## src/inc/fault_seq_pkg.sv

```systemverilog
// Purpose: Shared constants and types for the flyback fault sequencer.
// Assumes: System clock of 250 MHz; long counts use a slow tick of 1 us.
// Notes:   Times are kept in their printed unit; cycle counts derive from them.
package fault_seq_pkg;
   localparam int unsigned CLK_HZ            = 250_000_000;
   localparam int unsigned TICK_US           = 1;
   localparam int unsigned TICK_CYC          = CLK_HZ / 1_000_000 * TICK_US;
   localparam int unsigned BLANK_US          = 30;
   localparam int unsigned BLANK_CYC         = BLANK_US * (CLK_HZ / 1_000_000) + 1;
   localparam int unsigned RECOVERY_WAIT_MS  = 1200;
   localparam int unsigned LINE_LOW_WAIT_MS  = 54;
   localparam int unsigned LINE_LOSS_WAIT_MS = 100;
   localparam int unsigned RISE_CLEAR_MS     = 14;
   localparam int unsigned FALL_CLEAR_MS     = 1;
   localparam int unsigned RECOVERY_WAIT_TK  = RECOVERY_WAIT_MS * 1000 / TICK_US;
   localparam int unsigned LINE_LOW_WAIT_TK  = LINE_LOW_WAIT_MS * 1000 / TICK_US;
   localparam int unsigned LINE_LOSS_WAIT_TK = LINE_LOSS_WAIT_MS * 1000 / TICK_US;
   localparam int unsigned RISE_CLEAR_TK     = RISE_CLEAR_MS * 1000 / TICK_US;
   localparam int unsigned FALL_CLEAR_TK     = FALL_CLEAR_MS * 1000 / TICK_US;
   localparam int unsigned TIMER_W           = 21;

   typedef enum logic [5:0] {
      ST_START  = 6'h01,
      ST_RUN    = 6'h02,
      ST_NLATCH = 6'h04,
      ST_AUTOR  = 6'h08,
      ST_LATCH  = 6'h10,
      ST_DISCH  = 6'h20
   } seq_state_t;
endpackage : fault_seq_pkg

```

## src/hdl/fault_sequencer.sv

```systemverilog
// Purpose: Fault classes, brownout and line-removal timers of a flyback controller.
// Assumes: Comparator flags arrive from the analog side, asynchronous to the clock.
// Notes:   Long timers count a 1 us tick; their lengths are parameters.
// Functional notes
// - Three fault classes: latching, non-latching restart, auto-recovery after timer.
// - Abnormal overcurrent, supply overvoltage and external latch request are latching.
// - A latching fault drops gate enable at once.
// - Latched: keep cycling supply, never restart at start level.
// - Latch clears only on supply below clear level or line removal.
// - Brownout and thermal shutdown are non-latching; gate drive off.
// - Non-latching: source on at stop level, off at start level, repeat.
// - After non-latching fault clears, restart at start level if line ok.
// - Supply already above start level at clear: restart at once if line ok.
// - Auto-recovery fault drops gate and starts 1.2 s timer.
// - During recovery timer, source toggles between stop and start levels.
// - After recovery timer, start at next start level if line ok.
// - Line below low level for 54 ms declares brownout.
// - Brownout stops switching until line returns above ok level.
// - Line slope detection runs in every state.
// - Line-loss timer of 100 ms runs while slope is too small.
// - Rise seen clear 14 ms or fall seen clear 1 ms resets line-loss timer.
// - Line-loss expiry declares removal, starts discharge, disables controller.
// - Discharge ending at end level begins a normal startup.
// - External fault requests are accepted after 30 us persistence.
module fault_sequencer #(
   parameter int unsigned RECOVERY_WAIT = fault_seq_pkg::RECOVERY_WAIT_TK,
   parameter int unsigned LINE_LOW_WAIT = fault_seq_pkg::LINE_LOW_WAIT_TK,
   parameter int unsigned LINE_LOSS     = fault_seq_pkg::LINE_LOSS_WAIT_TK,
   parameter int unsigned RISE_CLEAR    = fault_seq_pkg::RISE_CLEAR_TK,
   parameter int unsigned FALL_CLEAR    = fault_seq_pkg::FALL_CLEAR_TK,
   parameter int unsigned TICK          = fault_seq_pkg::TICK_CYC
) (
   input  wire logic clk_sys_in,
   input  wire logic rstn_in,
   input  wire logic supply_start_in,
   input  wire logic supply_stop_in,
   input  wire logic supply_clear_in,
   input  wire logic supply_ovp_in,
   input  wire logic abnormal_overcurrent_in,
   input  wire logic thermal_shutdown_in,
   input  wire logic ext_latch_req_in,
   input  wire logic ext_temp_fault_in,
   input  wire logic recovery_fault_in,
   input  wire logic line_ok_level_in,
   input  wire logic line_low_level_in,
   input  wire logic rise_seen_in,
   input  wire logic fall_seen_in,
   input  wire logic disch_end_in,
   output logic      gate_en_out,
   output logic      startup_src_en_out,
   output logic      discharge_req_out,
   output fault_seq_pkg::seq_state_t state_out
);
   import fault_seq_pkg::*;

   initial begin
      if (TICK < 1 || LINE_LOSS < 2 || RECOVERY_WAIT < 1 || LINE_LOW_WAIT < 1 ||
          RISE_CLEAR < 1 || FALL_CLEAR < 1 || RECOVERY_WAIT >= (1 << TIMER_W) ||
          LINE_LOW_WAIT >= (1 << TIMER_W) || LINE_LOSS >= (1 << TIMER_W) ||
          RISE_CLEAR >= (1 << TIMER_W) || FALL_CLEAR >= (1 << TIMER_W) || TICK > 65536)
         $error("fault_sequencer: timer parameters out of range.");
   end

   // Synchronised comparator flags.
   logic s_start, s_stop, s_clear, s_ovp, s_abnormal_overcurrent, s_tsd, s_ext_latch, s_ext_temp;
   logic s_recov, s_line_ok, s_line_low, s_rise, s_fall, s_disch_end;
   wire [13:0] raw_flags = {supply_start_in, supply_stop_in, supply_clear_in,
                            supply_ovp_in, abnormal_overcurrent_in, thermal_shutdown_in,
                            recovery_fault_in, line_ok_level_in, line_low_level_in,
                            rise_seen_in, fall_seen_in, disch_end_in,
                            ext_latch_req_in, ext_temp_fault_in};
   wire [13:0] s_flags;
   assign {s_start, s_stop, s_clear, s_ovp, s_abnormal_overcurrent, s_tsd, s_recov, s_line_ok,
           s_line_low, s_rise, s_fall, s_disch_end, s_ext_latch, s_ext_temp} = s_flags;

   genvar gi;
   generate
      for (gi = 0; gi < 14; gi++) begin : g_sync
         localparam int unsigned BL = (gi < 2) ? BLANK_CYC : 1;
         pin_filter #(.BLANK(BL)) u_filt (
            .clk_sys_in (clk_sys_in),
            .rstn_in    (rstn_in),
            .raw_in     (raw_flags[gi]),
            .level_out  (s_flags[gi])
         );
      end
   endgenerate

   // Slow tick divider.
   logic [15:0] tick_cnt_q;
   wire         tick = (tick_cnt_q == 16'(TICK - 1));
   always_ff @(posedge clk_sys_in or negedge rstn_in) begin
      if (!rstn_in) tick_cnt_q <= 16'h0000;
      else tick_cnt_q <= tick ? 16'h0000 : tick_cnt_q + 16'h0001;
   end

   // Fault classification.
   logic brownout_q;
   wire latch_fault = s_abnormal_overcurrent | s_ovp | s_ext_latch;
   wire nl_fault    = s_tsd | s_ext_temp | brownout_q;

   // Brownout timer: counts while line below low level.
   logic [TIMER_W-1:0] bo_cnt_q;
   wire bo_expire = tick && (bo_cnt_q == TIMER_W'(LINE_LOW_WAIT - 1));
   always_ff @(posedge clk_sys_in or negedge rstn_in) begin
      if (!rstn_in) begin
         bo_cnt_q   <= '0;
         brownout_q <= 1'b0;
      end else begin
         if (!s_line_low) bo_cnt_q <= '0;
         else if (tick && !bo_expire && !brownout_q) bo_cnt_q <= bo_cnt_q + TIMER_W'(1);
         if (bo_expire) brownout_q <= 1'b1;
         else if (s_line_ok) brownout_q <= 1'b0;
      end
   end

   // Line-loss detection runs in every state.
   logic [TIMER_W-1:0] up_cnt_q, dn_cnt_q, loss_cnt_q;
   wire up_active   = (up_cnt_q != '0);
   wire dn_active   = (dn_cnt_q != '0);
   wire slope_low   = !up_active && !dn_active;
   wire loss_expire = tick && slope_low && (loss_cnt_q == TIMER_W'(LINE_LOSS - 1));
   always_ff @(posedge clk_sys_in or negedge rstn_in) begin
      if (!rstn_in) begin
         up_cnt_q   <= '0;
         dn_cnt_q   <= '0;
         loss_cnt_q <= '0;
      end else begin
         if (s_rise) up_cnt_q <= TIMER_W'(RISE_CLEAR);
         else if (tick && up_active) up_cnt_q <= up_cnt_q - TIMER_W'(1);
         if (s_fall) dn_cnt_q <= TIMER_W'(FALL_CLEAR);
         else if (tick && dn_active) dn_cnt_q <= dn_cnt_q - TIMER_W'(1);
         if (!slope_low || s_rise || s_fall || loss_expire) loss_cnt_q <= '0;
         else if (tick) loss_cnt_q <= loss_cnt_q + TIMER_W'(1);
      end
   end

   // Sequencer.
   seq_state_t state_q, state_d;
   logic [TIMER_W-1:0] rec_cnt_q;
   logic rec_done_q, src_q, src_d;
   wire rec_expire = tick && (rec_cnt_q == TIMER_W'(RECOVERY_WAIT - 1));
   wire nl_clear   = !nl_fault && s_line_ok;

   always_comb begin
      state_d = state_q;
      src_d   = src_q;
      // Supply hysteresis: on at stop level, off at start level.
      if (s_stop) src_d = 1'b1;
      else if (s_start) src_d = 1'b0;
      case (state_q)
         ST_START: begin
            src_d = !s_start;
            if (s_start && s_line_ok) state_d = ST_RUN;
         end
         ST_RUN: begin
            src_d = 1'b0;
            if (nl_fault) state_d = ST_NLATCH;
            else if (s_recov) state_d = ST_AUTOR;
         end
         ST_NLATCH: begin
            if (nl_clear && s_start) state_d = ST_RUN;
         end
         ST_AUTOR: begin
            if (rec_done_q && s_start && s_line_ok && !nl_fault) state_d = ST_RUN;
         end
         ST_LATCH: begin
            if (s_clear) begin
               state_d = ST_START;
               src_d   = 1'b1;
            end
         end
         ST_DISCH: begin
            src_d = 1'b0;
            if (s_disch_end) state_d = ST_START;
         end
         default: state_d = ST_START;
      endcase
      // Latching faults win over all states except discharge, only removal beats them.
      if (loss_expire) state_d = ST_DISCH;
      else if (latch_fault && state_q != ST_DISCH) state_d = ST_LATCH;
   end

   always_ff @(posedge clk_sys_in or negedge rstn_in) begin
      if (!rstn_in) begin
         state_q <= ST_START;
         src_q   <= 1'b1;
      end else begin
         state_q <= state_d;
         src_q   <= src_d;
      end
   end

   always_ff @(posedge clk_sys_in or negedge rstn_in) begin
      if (!rstn_in) begin
         rec_cnt_q  <= '0;
         rec_done_q <= 1'b0;
      end else if (state_q != ST_AUTOR) begin
         rec_cnt_q  <= '0;
         rec_done_q <= 1'b0;
      end else if (tick && !rec_done_q) begin
         rec_cnt_q  <= rec_cnt_q + TIMER_W'(1);
         rec_done_q <= rec_expire;
      end
   end

   // Gate enable drops in the same cycle the latching fault is seen.
   assign gate_en_out        = (state_q == ST_RUN) && !latch_fault && !loss_expire;
   assign startup_src_en_out = src_q;
   assign discharge_req_out  = (state_q == ST_DISCH);
   assign state_out          = state_q;
endmodule : fault_sequencer

```

## src/hdl/pin_filter.sv

```systemverilog
// Purpose: Three-stage synchroniser with optional persistence blanking.
// Assumes: Input is asynchronous to clk_sys_in.
// Notes:   Output changes only after the input holds for BLANK cycles.
module pin_filter #(
   parameter int unsigned BLANK = 1
) (
   input  wire logic clk_sys_in,
   input  wire logic rstn_in,
   input  wire logic raw_in,
   output logic      level_out
);
   import fault_seq_pkg::*;

   initial begin
      if (BLANK < 1 || BLANK > 65535) $error("pin_filter: BLANK out of range.");
   end

   logic [2:0]  sync_q;
   logic [15:0] cnt_q;
   wire         stable = (sync_q[2] == sync_q[1]);
   wire         differs = (sync_q[2] != level_out);

   always_ff @(posedge clk_sys_in or negedge rstn_in) begin
      if (!rstn_in) begin
         sync_q    <= 3'h0;
         cnt_q     <= 16'h0000;
         level_out <= 1'b0;
      end else begin
         sync_q <= {sync_q[1:0], raw_in};
         if (!stable || !differs) begin
            cnt_q <= 16'h0000;
         end else if (cnt_q >= 16'(BLANK - 1)) begin
            cnt_q     <= 16'h0000;
            level_out <= sync_q[2];
         end else begin
            cnt_q <= cnt_q + 16'h0001;
         end
      end
   end
endmodule : pin_filter

```

## config.mk

```make
export PLATFORM = sky130hd
export DESIGN_NAME = fault_sequencer
export DESIGN_NICKNAME = d
export VERILOG_FILES = /design/src/inc/fault_seq_pkg.sv /design/src/hdl/fault_sequencer.sv /design/src/hdl/pin_filter.sv
export SDC_FILE = /design/constraint.sdc
export NUM_CORES = 1
export LEC_CHECK = 0
export BUFFER_PORTS_ARGS = -buffer_cell sky130_fd_sc_hd__buf_2
export CORE_ASPECT_RATIO = 1.2
export CORE_MARGIN = 4
export CORE_UTILIZATION = 50
export CTS_BUF_LIST = sky130_fd_sc_hd__clkbuf_8
export CTS_CLUSTER_DIAMETER = 60
export DETAILED_ROUTE_END_ITERATION = 12
export PLACE_DENSITY = 0.69
export SLEW_MARGIN = 10
export SYNTH_ARGS = -nofsm -noshare
export SYNTH_HDL_FRONTEND = slang
export SYNTH_SLANG_ARGS = --single-unit
```

## constraint.sdc

```tcl
create_clock -name clk_sys_in -period 8.8 [get_ports clk_sys_in]
set_clock_uncertainty 0.1 [all_clocks]
set_input_delay 2.64 -clock clk_sys_in [delete_from_list [all_inputs] [get_ports clk_sys_in]]
set_output_delay 2.64 -clock clk_sys_in [all_outputs]
set_load 0.02 [all_outputs]
```

==> summary.md, run 1 <==
| Metric | Value |
|---|---|
| Worst reg-to-reg setup slack | 5740 ps |
| Largest net degree at the start of global routing | 81 |
| Root buf cell | clkbuf_8 |
| Worst R2R Path Depth | 7 |
| Cell area after synthesis | 10140 sq um |
| Clock-pin slew reported for the worst setup and hold paths after clock tree synthesis | around 60 ps |
| Synth warnings | 0 |
| Endpoint arrival time on the critical path | 3300 ps |
| DR DRC count | 0 |
| Total negative slack for setup checks | 0 ps |
| Worst Hold Depth | 0 |
| P per Cell Area | between 150 and 200 nW/um^2 |
| Fraction of the yosys area taken by sequential cells | approximately 54% |
| Vias in the first global route | 7286 |
| Synthesized-area fraction occupied by ao, oa, aoi and oai cells | a little under a tenth |
| Worst path cell trace | inv_1, ha_1, nor3b_1, nand4_2, or3_1, nor3_1, nor3_1, buf_2 |
| Sink Count | 218 |
| Maximum fanout along the worst path | 19 |
| Setup Viol. Count Final | 0 |
| Synthesized flop and latch total | 218 |
| Chip Height | 164 microns |
| Number of enable-type register cells in the synthesized netlist | 0 |
| Worst R2R Start | tick_cnt_q[1] |
| Fin. max-slew vios | 0 |
| DRT Pass-1 Iters | 4 |
| Worst hold path endpoint | g_sync[6].u_filt.sync_q[1] |
| Max-cap violations | 0 |
| Area delta synth->final | 11.01% |
| Global placer's final weighted congestion | 0.7998 |
| Number of distinct library cell variants in the gate-level netlist after synthesis | 69 |
| Hold buffer count at cts | 0 |
| Final critical-path required period | 6042 ps |
| Fraction of the mapped netlist area in adder cells | 2.789% |
| Area used by multi-input combinational logic | between 4000 and 5000 sq um |
| Initial standard-cell utilization of the core | 51.32% |
| Overflow left after global routing | 0 |
| Number of cells upsized or downsized after cts | 0 |
| Routed wire length | 19280 microns |
| Count of standard-cell rows | 56 |
| Total area of sequential cells | 5458 sq um |
| Largest family of logic cells by synthesized area | simple AND/OR/NAND/NOR gates |
| Share of layout cells above drive strength 1 | 10.65% |
| Post-route design area | approximately 11000 sq um |
| FMAX | 165.5 MHz |
| X dimension of the die | about 140 microns |
| Count of inserted antenna diode cells | 0 |
| Initial antenna violation count | 0 |
| Crit path top cell by count | nor3_1 |
| Peak ir drop on the vdd network | about 0.12 mV |
| Worst-Margin Slew | 1001 ps |
| Largest delay share family, worst path | simple AND/OR/NAND/NOR gates |
| FF-to-FF End | bo_cnt_q[16] |
| Post-synthesis simple-gate area fraction | 24.10% |
| Beginning of the worst hold path | g_sync[6].u_filt.sync_q[0] |
| Most used DFF post-synth | dfrtp_1 |
| Antenna-violating nets left | 0 |
| Count of buffers inserted at the top-level ports | 24 |
| Mux cell area share after synthesis | less than 1% |
| Outcome | finished clean |
| Final Cycle Share | 68.66% |
| Static leakage power | 4.387 nW |
| Number of buffers added for setup after CTS | 0 |
| Highest-delay cell along the critical path | or3_1 |
| Category of the worst setup path capture point | primary output |
| Critical setup path kind | flip-flop to primary output |
| Area inside the core boundary | 19760 sq um |
| Post-synthesis area per instance | 10.38 sq um |
| Data required time at the worst endpoint | ~6100 ps |
| Count of endpoints failing hold in the final timing report | 0 |
| Number of buffers inserted during clock tree synthesis | 38 |
| Fraction of registers with async set/reset | 100.0% |
| Vias post-DR | ~7300 |
| Crit path launch type | flip-flop |
| Buffers from clock root to sink, at most | 3 |
| Remaining max-slew budget at the tightest pin | 31.55% |
| Instance area after placement | approximately 10000 sq um |
| CTS tree | yes |
| Routed length per placed instance | 14.79 microns |
| Global-route wire length before repair | 34440 microns |
| Largest stage delay, worst path | 630 ps |
| DRC marker count from the first detailed-route iteration | around 460 |
| RSZ-0062 raised after global routing | false |
| Worst path bufs/invs | 2 |
| Total of fill cells in the finished design | ~1700 |
| Maximum level of the CTS H-tree | 2 |
| Estimated wirelength of the detail-placed design | between 10000 and 15000 microns |
| Number of standard cells after synthesis | 977 |
| Detail-routed via count per cell | approximately 5.6 |
| Critical path startpoint | tick_cnt_q[1] |
| Nets | between 1000 and 1500 |
| GRT Resource Usage Total | 17.93% |
| Min-delay worst type | flip-flop to flip-flop |
| Top Ports | 25 |
| Xor and xnor area share after synthesis | 6.824% |
| Area enclosed by the die boundary | ~23000 sq um |
| Clock latency on the worst-skew pair | around 520 ps |
-- cell usage in the layout, fill, tap and decap left out, types with 9 or more instances in the layout --
cell      netlist  routed
a21oi_1        49      49
and3_1         19      19
and4_1         14      14
buf_2           2      23
clkbuf_8        0      48
dfrtp_1       216     216
ha_1           13      13
inv_1          27      38
maj3_1         12      12
nand2_1        58      58
nand3_1        44      44
nand4_1        24      24
nor2_1         97      97
nor3_1         28      28
nor4_1         32      32
o21ai_0        46      46
o31ai_1        17      17
or2_2           9       9
or3_1          41      41
or4_1          19      19
xnor2_1        52      52
xor2_1         27      27
-- routing by layer --
metal	vias to the layer above	wire length [microns]	track usage (%)
met5	-	0	0
met4	0	469	7.278
met3	37	703	2.970
met2	107	8984	28.57
met1	3520	9118	24.72
li1	3625	-	-
-- worst reg2reg max path: cells and delay by family, from the launching register on --
| kind | cells | cell delay [ps] |
|---|---|---|
| and+or+nand+nor | 3 | 1400 |
| AOI/OAI and AO/OA | 2 | 880 |
| DFF | 1 | 400 |
| adders and majority gates | 1 | 150 |
| buffers and inverters | 1 | 60 |
-- logic make-up after synthesis --
kind of cell    after synthesis
xor+xnor                     79
compound gates              151
flops                       218
fa+ha+maj                    25
mux                           5
buf+inv                      60
simple gates                438
other cells                   1
-- registers in the layout, summed over array words and instances (netlist names) --
name                     cells
loss_cnt_q                  21
dn_cnt_q                    21
brownout_q                   1
g_sync.u_filt.cnt_q         32
g_sync.u_filt.level_out     14
up_cnt_q                    21
g_sync.u_filt.sync_q        42
rec_done_q                   1
startup_src_en_out           1
state_out                    6
tick_cnt_q                  16
rec_cnt_q                   21
bo_cnt_q                    21
-- stage by stage --
step                worst slack [ps]  power (mW)  hold slack (ps)  util, %  cells
finish                          2758       2.002            233.1    56.97   1303
global route                    2537       2.091            243.9    56.97   1303
CTS                             2733       2.036            228.8    56.97   1303
detailed placement              3302       1.112            234.7    53.10   1238
global placement                3445       1.112            232.0    53.10   1238
floorplan                       3826       1.076            231.2        -    982
-- area by class of cell --
class	count	share of cell area (%)
timing repair buffer	27	1.356
multi-input combinational	704	39.54
clock buffer	48	5.869
tap	261	2.901
inverter	28	0.9337
sequential	218	48.49
clock inverter	17	0.9115
-- power breakdown --
group / switching, mW / internal, mW / leakage (nW) / total [mW]
Sequential: 0.0197 / 1.02 / 2.81 / 1.04
Clock: 0.391 / 0.518 / 0.434 / 0.909
Combinational: 0.0360 / 0.0144 / 1.15 / 0.0504
-- synthesized netlist by cell type (24+ instances only) --
| cell type | instances | share of area (%) |
|---|---|---|
| nand4_1 | 24 | 1.5 |
| nand2_1 | 58 | 2.1 |
| o21ai_0 | 46 | 2.3 |
| xor2_1 | 27 | 2.3 |
| nor3_1 | 28 | 1.4 |
| inv_1 | 27 | 1.0 |
| or3_1 | 41 | 2.5 |
| xnor2_1 | 52 | 4.5 |
| dfrtp_1 | 216 | 53 |
| nand3_1 | 44 | 2.2 |
| a21oi_1 | 49 | 2.4 |
| clkbuf_1 | 27 | 1.0 |
| nor2_1 | 97 | 3.6 |
| nor4_1 | 32 | 2.0 |
-- worst max-delay path by stage --
stage	end	cells past startpoint	slack [ps]
floorplan	gate_en_out	8	3830
global placement	gate_en_out	8	3440
detailed placement	gate_en_out	6	3300
CTS	gate_en_out	6	2730
global route	gate_en_out	8	2540
finish	gate_en_out	8	2760
(Power assumes the default switching activity.)
==> run 2, diff against run 1 <==
--- a/config.mk
+++ b/config.mk
@@ -5,6 +5,7 @@
 export SDC_FILE = /design/constraint.sdc
 export NUM_CORES = 1
 export LEC_CHECK = 0
+export ABC_AREA = 1
 export BUFFER_PORTS_ARGS = -buffer_cell sky130_fd_sc_hd__buf_2
 export CORE_ASPECT_RATIO = 1.2
 export CORE_MARGIN = 4
==> constraint.sdc (replaced) <==
create_clock -name clk_sys_in -period 5.75 [get_ports clk_sys_in]
set_clock_uncertainty 0.1 [all_clocks]
set_input_delay 1.725 -clock clk_sys_in [delete_from_list [all_inputs] [get_ports clk_sys_in]]
set_output_delay 1.725 -clock clk_sys_in [all_outputs]
set_load 0.02 [all_outputs]
==> run 2 against run 1 <==
Compared with the run above:
- area after synthesis rose by 8.3%
- via count up 22%
- first-iteration DRC count up 20%
- critical path type unchanged
- largest cell class unchanged
- highest routed layer unchanged
==> summary.md, run 2 <==
| Metric | Value |
|---|---|
| Synth warnings | 0 (unchanged) |
| Crit path top cell by count | nand2_2 |
| Most used DFF post-synth | dfrtp_1 |
| Global placer's final weighted congestion | 0.9043 (+13%) |
| Area enclosed by the die boundary | 24420 sq um (+7.9%) |
| Cells taking the most area after synthesis | dfrtp_1 (49%), nand2_1 (7.9%), nor2_1 (7.0%) |
| Root buf cell | clkbuf_8 |
| Total negative slack for setup checks | 0 ps (unchanged) |
| Largest register by flop count | g_sync.u_filt.sync_q |
| Vias in the first global route | 8869 (+22%) |
| CTS tree | yes |
| Fraction of the yosys area taken by sequential cells | 49.68% (-4.1 points) |
| Fraction of registers with async set/reset | 100.0% (unchanged) |
| Routed length per placed instance | 13.63 microns (-7.9%) |
| Clock-pin slew reported for the worst setup and hold paths after clock tree synthesis | 60 ps (about the same) |
| DRC marker count from the first detailed-route iteration | 547 (+20%) |
| Worst-Margin Slew | 689.7 ps (-311.3 ps) |
| Max-cap violations | 0 (unchanged) |
| P per Cell Area | 272.0 nW/um^2 (+53%) |
| Count of endpoints failing hold in the final timing report | 0 (unchanged) |
| RSZ-0062 raised after global routing | false |
| Vias post-DR | 8913 (+22%) |
| Number of standard cells after synthesis | 1337 (+37%) |
| Final Cycle Share | 71.54% |
| Registers with the highest flip-flop counts | g_sync.u_filt.sync_q (42), g_sync.u_filt.cnt_q (32) |
| Number of cells upsized or downsized after cts | 0 (unchanged) |
| Sink Count | 218 (unchanged) |
| Final critical-path required period | 4114 ps |
| Critical path depth | 9 (+1) |
| Number of buffers inserted during clock tree synthesis | 37 (-2.6%) |
| Instance area after placement | 11390 sq um (+8.5%) |
| Number of distinct library cell variants in the gate-level netlist after synthesis | 51 (-26%) |
| Post-route design area | 12190 sq um (+8.3%) |
| Largest net degree at the start of global routing | 90 (+11%) |
| Largest stage delay, worst path | 400 ps (-230 ps) |
| Area delta synth->final | 10.93% (about the same) |
| Global-route wire length before repair | 40190 microns (+17%) |
| Category of the worst setup path capture point | primary output |
| Share of layout cells above drive strength 1 | 10.40% (-0.26 points) |
| Number of buffers added for setup after CTS | 0 (unchanged) |
| Worst R2R Path Depth | 10 (+3) |
| Static leakage power | 5.427 nW (+24%) |
| Overflow left after global routing | 0 (unchanged) |
| Most frequently used cell type in the post-synthesis netlist | nand2_1 |
| Worst-case setup slack after placement | 2179 ps (-1123 ps) |
| Top Ports | 25 (unchanged) |
| Clock latency on the worst-skew pair | 530 ps (about the same) |
| Total power after layout | 3.315 mW (+66%) |
| Most common cell after layout, fill and taps aside | nand2_1 |
| Antenna-violating nets left | 0 (unchanged) |
| Area inside the core boundary | 21630 sq um (+9.5%) |
| Most numerous cell types in the synthesized netlist | nand2_1 (231), dfrtp_1 (216), nor2_1 (204) |
| Maximum level of the CTS H-tree | 2 (unchanged) |
| Number of enable-type register cells in the synthesized netlist | 0 (unchanged) |
| Detail-routed via count per cell | 5.280 (-5.6%) |
| Estimated wirelength of the detail-placed design | 16520 microns (+30%) |
| Initial antenna violation count | 0 (unchanged) |
| Outcome | finished clean |
| Critical setup path kind | flip-flop to primary output |
| Min-delay worst type | flip-flop to flip-flop |
| Post-synthesis area per instance | 8.217 sq um (-21%) |
| PnR worst setup slack | 1636 ps (-1121 ps) |
| Maximum fanout along the worst path | 13 (-6) |
| Nets | 1419 (+36%) |
| Worst Hold Depth | 0 (unchanged) |
| Largest area contributor in the synthesized netlist | dfrtp_1 |
| Crit path launch type | flip-flop |
| Setup Viol. Count Final | 0 (unchanged) |
| Cell area after synthesis | 10990 sq um (+8.3%) |
| Highest-delay cell along the critical path | dfrtp_1 |
| Remaining max-slew budget at the tightest pin | 54.02% (+22 points) |
| Count of inserted antenna diode cells | 0 (unchanged) |
| Flip-flop count of the largest register after layout | 42 (unchanged) |
| Initial standard-cell utilization of the core | 50.79% (-0.53 points) |
| Count of buffers inserted at the top-level ports | 24 (unchanged) |
| Chip Height | 170.4 microns (+3.9%) |
| Worst path bufs/invs | 2 (unchanged) |
| Synthesized flop and latch total | 218 (unchanged) |
| Endpoint arrival time on the critical path | 2290 ps (-1010 ps) |
| Top-area cell type share of the netlist area | 49.20% (-4.1 points) |
| DRT Pass-1 Iters | 5 (+1) |
| Fin. max-slew vios | 0 (unchanged) |
| Count of standard-cell rows | 59 (+5.4%) |
| Worst path cell trace | inv_1, ha_1, nand2_1, nor2_2, nand2_2, nor2_4, nand2_2, and3_1, buf_2 |
| Hold buffer count at cts | 0 (unchanged) |
| Buffers from clock root to sink, at most | 3 (unchanged) |
| Routed wire length | 23010 microns (+19%) |
| FMAX | 243.1 MHz |
| DR DRC count | 0 (unchanged) |
| X dimension of the die | 143.3 microns (+3.8%) |
| Commonest cells after routing, fill and taps aside | nand2_1 (231), dfrtp_1 (216), nor2_1 (204) |
| GRT Resource Usage Total | 19.72% (+1.8 points) |
| Data required time at the worst endpoint | 3920 ps (-2140 ps) |
| Largest delay share family, worst path | simple AND/OR/NAND/NOR gates |
| Peak ir drop on the vdd network | 0.3299 mV (+170%) |
[run 2: cell types whose count changed after synthesis, sizes merged, moves of 30 or more]
cell / before / now
nand2: 58 / 244
inv: 27 / 179
nand3: 44 / 98
nand4: 26 / 56
nor2: 98 / 232
xnor2: 52 / 4
or3: 41 / 0
[run 2: final timing paths]
path	startpoint	to	slack, ps
max	tick_cnt_q[1]	gate_en_out	1640
min	g_sync[2].u_filt.sync_q[0]	g_sync[2].u_filt.sync_q[1]	240
max reg2reg	state_out[5]	rec_cnt_q[11]	3020
min reg2reg	g_sync[2].u_filt.sync_q[0]	g_sync[2].u_filt.sync_q[1]	240
max in group asynchronous	rstn_in	g_sync[4].u_filt.sync_q[0]	3380
min in group asynchronous	rstn_in	rec_cnt_q[8]	1070
[run 2: logic make-up after synthesis]
group,synth area share [%]
other,0.03414
AND/OR/NAND/NOR,30.11
adder cells (fa/ha/maj),2.574
XOR/XNOR,2.950
flip-flops,49.68
AO/OA/AOI/OAI,7.449
buffers and inverters,7.198
[run 2: final cells by class]
cell class                 instances  area, sq um
clock buffer                      42        578.1
clock inverter                    21        220.2
fill                            1938         9443
inverter                         181        679.4
multi-input combinational        925         4756
sequential                       218         5458
tap                              274        342.8
timing repair buffer              27        152.6
[run 2: metrics by stage]
stage / util (%) / instances / hold WS, ps
2_1_floorplan: - / 1342 / 231.2
3_3_place_gp: 52.65 / 1625 / 234.2
3_5_place_dp: 52.65 / 1625 / 234.7
4_1_cts: 56.34 / 1688 / 242.2
5_1_grt: 56.34 / 1688 / 245.8
6_report: 56.34 / 1688 / 240.6
[run 2: per-layer routing]
metal / GRT usage, % / up-vias / routed length, microns
li1: - / 4473 / -
met1: 26.05 / 4201 / 10580
met2: 32.48 / 180 / 10860
met3: 3.513 / 59 / 841
met4: 7.658 / 0 / 722
met5: 0 / - / 0
[run 2: power breakdown]
group          internal (mW)  total [mW]  switching [mW]
clock                  0.891        1.51           0.624
combinational         0.0537       0.183           0.129
sequential              1.58        1.62          0.0388
total                   2.52        3.31           0.792
[run 2: worst register-to-register path: stages (launching register included)]
cell and delay (ps):
dfrtp_1 430, inv_1 120, nand2_1 100, nor2_1 180, nand3_1 240, inv_2 310
nand2_1 480, inv_1 360, nor3_1 70, o21ai_0 170, nor2_1 60
==> run 3, diff against run 2 <==
--- a/config.mk
+++ b/config.mk
@@ -5,7 +5,7 @@
 export SDC_FILE = /design/constraint.sdc
 export NUM_CORES = 1
 export LEC_CHECK = 0
-export ABC_AREA = 1
+export ABC_AREA = 0
 export BUFFER_PORTS_ARGS = -buffer_cell sky130_fd_sc_hd__buf_2
 export CORE_ASPECT_RATIO = 1.2
 export CORE_MARGIN = 4
==> constraint.sdc (replaced) <==
create_clock -name clk_sys_in -period 4.2 [get_ports clk_sys_in]
set_clock_uncertainty 0.1 [all_clocks]
set_input_delay 1.26 -clock clk_sys_in [delete_from_list [all_inputs] [get_ports clk_sys_in]]
set_output_delay 1.26 -clock clk_sys_in [all_outputs]
set_load 0.02 [all_outputs]
==> run 3 against run 2 <==
Compared with the run above:
- via count decreased by 16%
- combinational power decreased by 40%
- first-iteration DRC count fell by 11%
- sequential power up 35%
- setup slack got worse by 1500 ps
- total power increased by 31%
- sequential share of layout area is 2.9 points higher
- final cell count shrank 22%
- critical path type unchanged
- largest power group unchanged
==> summary.md, run 3 (same netlist as run 1, synthesis figures left out) <==
| Metric | Value |
|---|---|
| Remaining max-slew budget at the tightest pin | 23.35% (-31 points) |
| Largest register by flop count | g_sync.u_filt.sync_q |
| Worst-Margin Slew | 1135 ps (+445.7 ps) |
| Routing layer with the top usage in global route | met2 |
| CTS tree | yes |
| Placed Cells | 1247 (-23%) |
| Vias in the first global route | 7389 (-17%) |
| Commonest cells after routing, fill and taps aside | dfrtp_1 (216), nor2_1 (97), nand2_1 (58) |
| Area delta synth->final | 12.82% |
| Post-route design area | 11440 sq um (-6.1%) |
| Max-cap violations | 0 (unchanged) |
| Met2 track demand over resource in global routing | 29.60% (-2.9 points) |
| Estimated wirelength of the detail-placed design | 13290 microns (-20%) |
| Share of power burned in the clock network | 47.3% (+1.6 points) |
| Routed wire length | 20310 microns (-12%) |
| GRT Resource Usage Total | 18.19% (-1.5 points) |
| Category of the worst setup path capture point | primary output |
| Sw Ratio | 22.13% (-1.8 points) |
| Initial antenna violation count | 0 (unchanged) |
| P per Cell Area | 380.4 nW/um^2 (+40%) |
| Area inside the core boundary | 19760 sq um (-8.6%) |
| Global routing usage on met1 | 24.41% (-1.6 points) |
| Min-delay worst type | flip-flop to flip-flop |
| DRC marker count from the first detailed-route iteration | 489 (-11%) |
| Share of layout cells above drive strength 1 | 12.61% (+2.2 points) |
| Buffers from clock root to sink, at most | 3 (unchanged) |
| Nets | 1056 (-26%) |
| PnR worst setup slack | 95.32 ps (-1541 ps) |
| Worst reg-to-reg setup slack | 1340 ps (-1680 ps) |
| Global-route wire length before repair | 35000 microns (-13%) |
| GR Util met3 | 3.524% (+0.010 points) |
| Clock latency on the worst-skew pair | 520 ps (about the same) |
| Worst R2R Start | tick_cnt_q[11] |
| Worst hold path endpoint | g_sync[9].u_filt.sync_q[1] |
| Count of inserted antenna diode cells | 0 (unchanged) |
| Worst-case setup slack after placement | 468.6 ps (-1710 ps) |
| Vias post-DR | 7529 (-16%) |
| Final critical-path required period | 4105 ps |
| Number of buffers inserted during clock tree synthesis | 37 (unchanged) |
| Count of endpoints failing hold in the final timing report | 0 (unchanged) |
| Beginning of the worst hold path | g_sync[9].u_filt.sync_q[0] |
| Worst Hold Depth | 0 (unchanged) |
| Top Ports | 25 (unchanged) |
| Critical setup path kind | flip-flop to primary output |
| FMAX | around 240 MHz |
| Peak ir drop on the vdd network | 0.3870 mV (+17%) |
| Data required time at the worst endpoint | 2840 ps (-1080 ps) |
| Largest net degree at the start of global routing | 96 (+6.7%) |
| Detail-routed via count per cell | 5.721 (+8.4%) |
| Maximum fanout along the worst path | 5 (-8) |
| Global placer's final weighted congestion | 0.8391 (-7.2%) |
| Crit path launch type | flip-flop |
| Root buf cell | clkbuf_8 |
| Most common cell after layout, fill and taps aside | dfrtp_1 |
| Count of buffers inserted at the top-level ports | 24 (unchanged) |
| Area enclosed by the die boundary | 22630 sq um (-7.3%) |
| Utilization of the core after routing | 57.90% (+1.6 points) |
| Chip Height | 164 microns (-3.7%) |
| Outcome | finished clean |
| Registers with the highest flip-flop counts | g_sync.u_filt.sync_q (42), g_sync.u_filt.cnt_q (32) |
| Fin. max-slew vios | 0 (unchanged) |
| FF-to-FF End | dn_cnt_q[20] |
| Internal Pwr Total | 3.389 mW (+34%) |
| Overflow left after global routing | 0 (unchanged) |
| Count of standard-cell rows | 56 (-5.1%) |
| Antenna-violating nets left | 0 (unchanged) |
| X dimension of the die | 138 microns (-3.7%) |
| Switching power of the nets | 0.9629 mW (+22%) |
| Hold buffer count at cts | 0 (unchanged) |
| Initial standard-cell utilization of the core | 51.32% (+0.53 points) |
| Final Non-Filler Cells | 1316 (-22%) |
| Min Hold Slack | 248.2 ps (+7.562 ps) |
| Endpoint arrival time on the critical path | 2740 ps (+450 ps) |
| DR DRC count | 0 (unchanged) |
| Setup Viol. Count Final | 0 (unchanged) |
| Worst R2R Path Depth | 5 (-5) |
| Clock-pin slew reported for the worst setup and hold paths after clock tree synthesis | 60 ps (about the same) |
| Flip-flop count of the largest register after layout | 42 (unchanged) |
| Sink Count | 218 (unchanged) |
| Part of the total power dissipated in combinational logic | 2.5% (-3.0 points) |
| Proportion of power drawn by flip-flops and latches | 50.2% (+1.4 points) |
| Static leakage power | 4.484 nW (-17%) |
| Final Cycle Share | approximately 98% |
| Instance area after placement | 10570 sq um (-7.2%) |
| Routed length per placed instance | 15.43 microns (+13%) |
| Maximum level of the CTS H-tree | 2 (unchanged) |
| DRT Pass-1 Iters | 5 (unchanged) |
## run 3: per-layer routing
layer / share of wire (%) / vias to the layer above
met3: 3.3 / 42
met5: 0 / -
li1: - / 3653
met4: 2.6 / 0
met2: 47 / 130
met1: 48 / 3704
## run 3: area by class of cell
type,count,area (sq um)
sequential,218,5458
fill,1720,8319
tap,261,326.6
multi-input combinational,704,4474
inverter,28,105.1
timing repair buffer,38,250.2
clock inverter,19,165.2
clock buffer,48,660.6
## run 3: worst max-delay path by stage
stage	start	to	slack, ps	cells past startpoint
floorplan	dn_cnt_q[0]	gate_en_out	610	8
global placement	dn_cnt_q[0]	gate_en_out	560	8
detailed placement	dn_cnt_q[0]	gate_en_out	470	8
CTS	dn_cnt_q[0]	gate_en_out	3	8
global route	dn_cnt_q[0]	gate_en_out	-1	8
finish	dn_cnt_q[9]	gate_en_out	100	6
## run 3: worst max-delay path, stage by stage, from the launching register on
cell and delay (ps):
dfrtp_1 390, or4_4 560, or4b_1 510, or2_4 300
nor3_4 190, nor3_1 100, buf_4 180
## run 3: stage by stage
step | power, mW | TNS (ps)
floorplan | 2.256 | 0
global placement | 2.332 | 0
detailed placement | 2.335 | 0
CTS | 4.422 | 0
global route | 4.542 | -1.465
finish | 4.352 | 0
## run 3: what timing repair did
item	4_1_cts	5_1_grt
setup buffers	0	2
resized for setup	3	5
pin swaps	0	1
endpoints found under the setup margin	1	1
## run 3: power by group through the flow
stage          logic [mW]  registers [mW]  clock network (mW)
2_1_floorplan      0.0548            2.20                   0
3_3_place_gp        0.112            2.22                   0
3_5_place_dp        0.113            2.22                   0
4_1_cts             0.114            2.18                2.12
5_1_grt             0.128            2.19                2.23
6_report            0.110            2.18                2.06
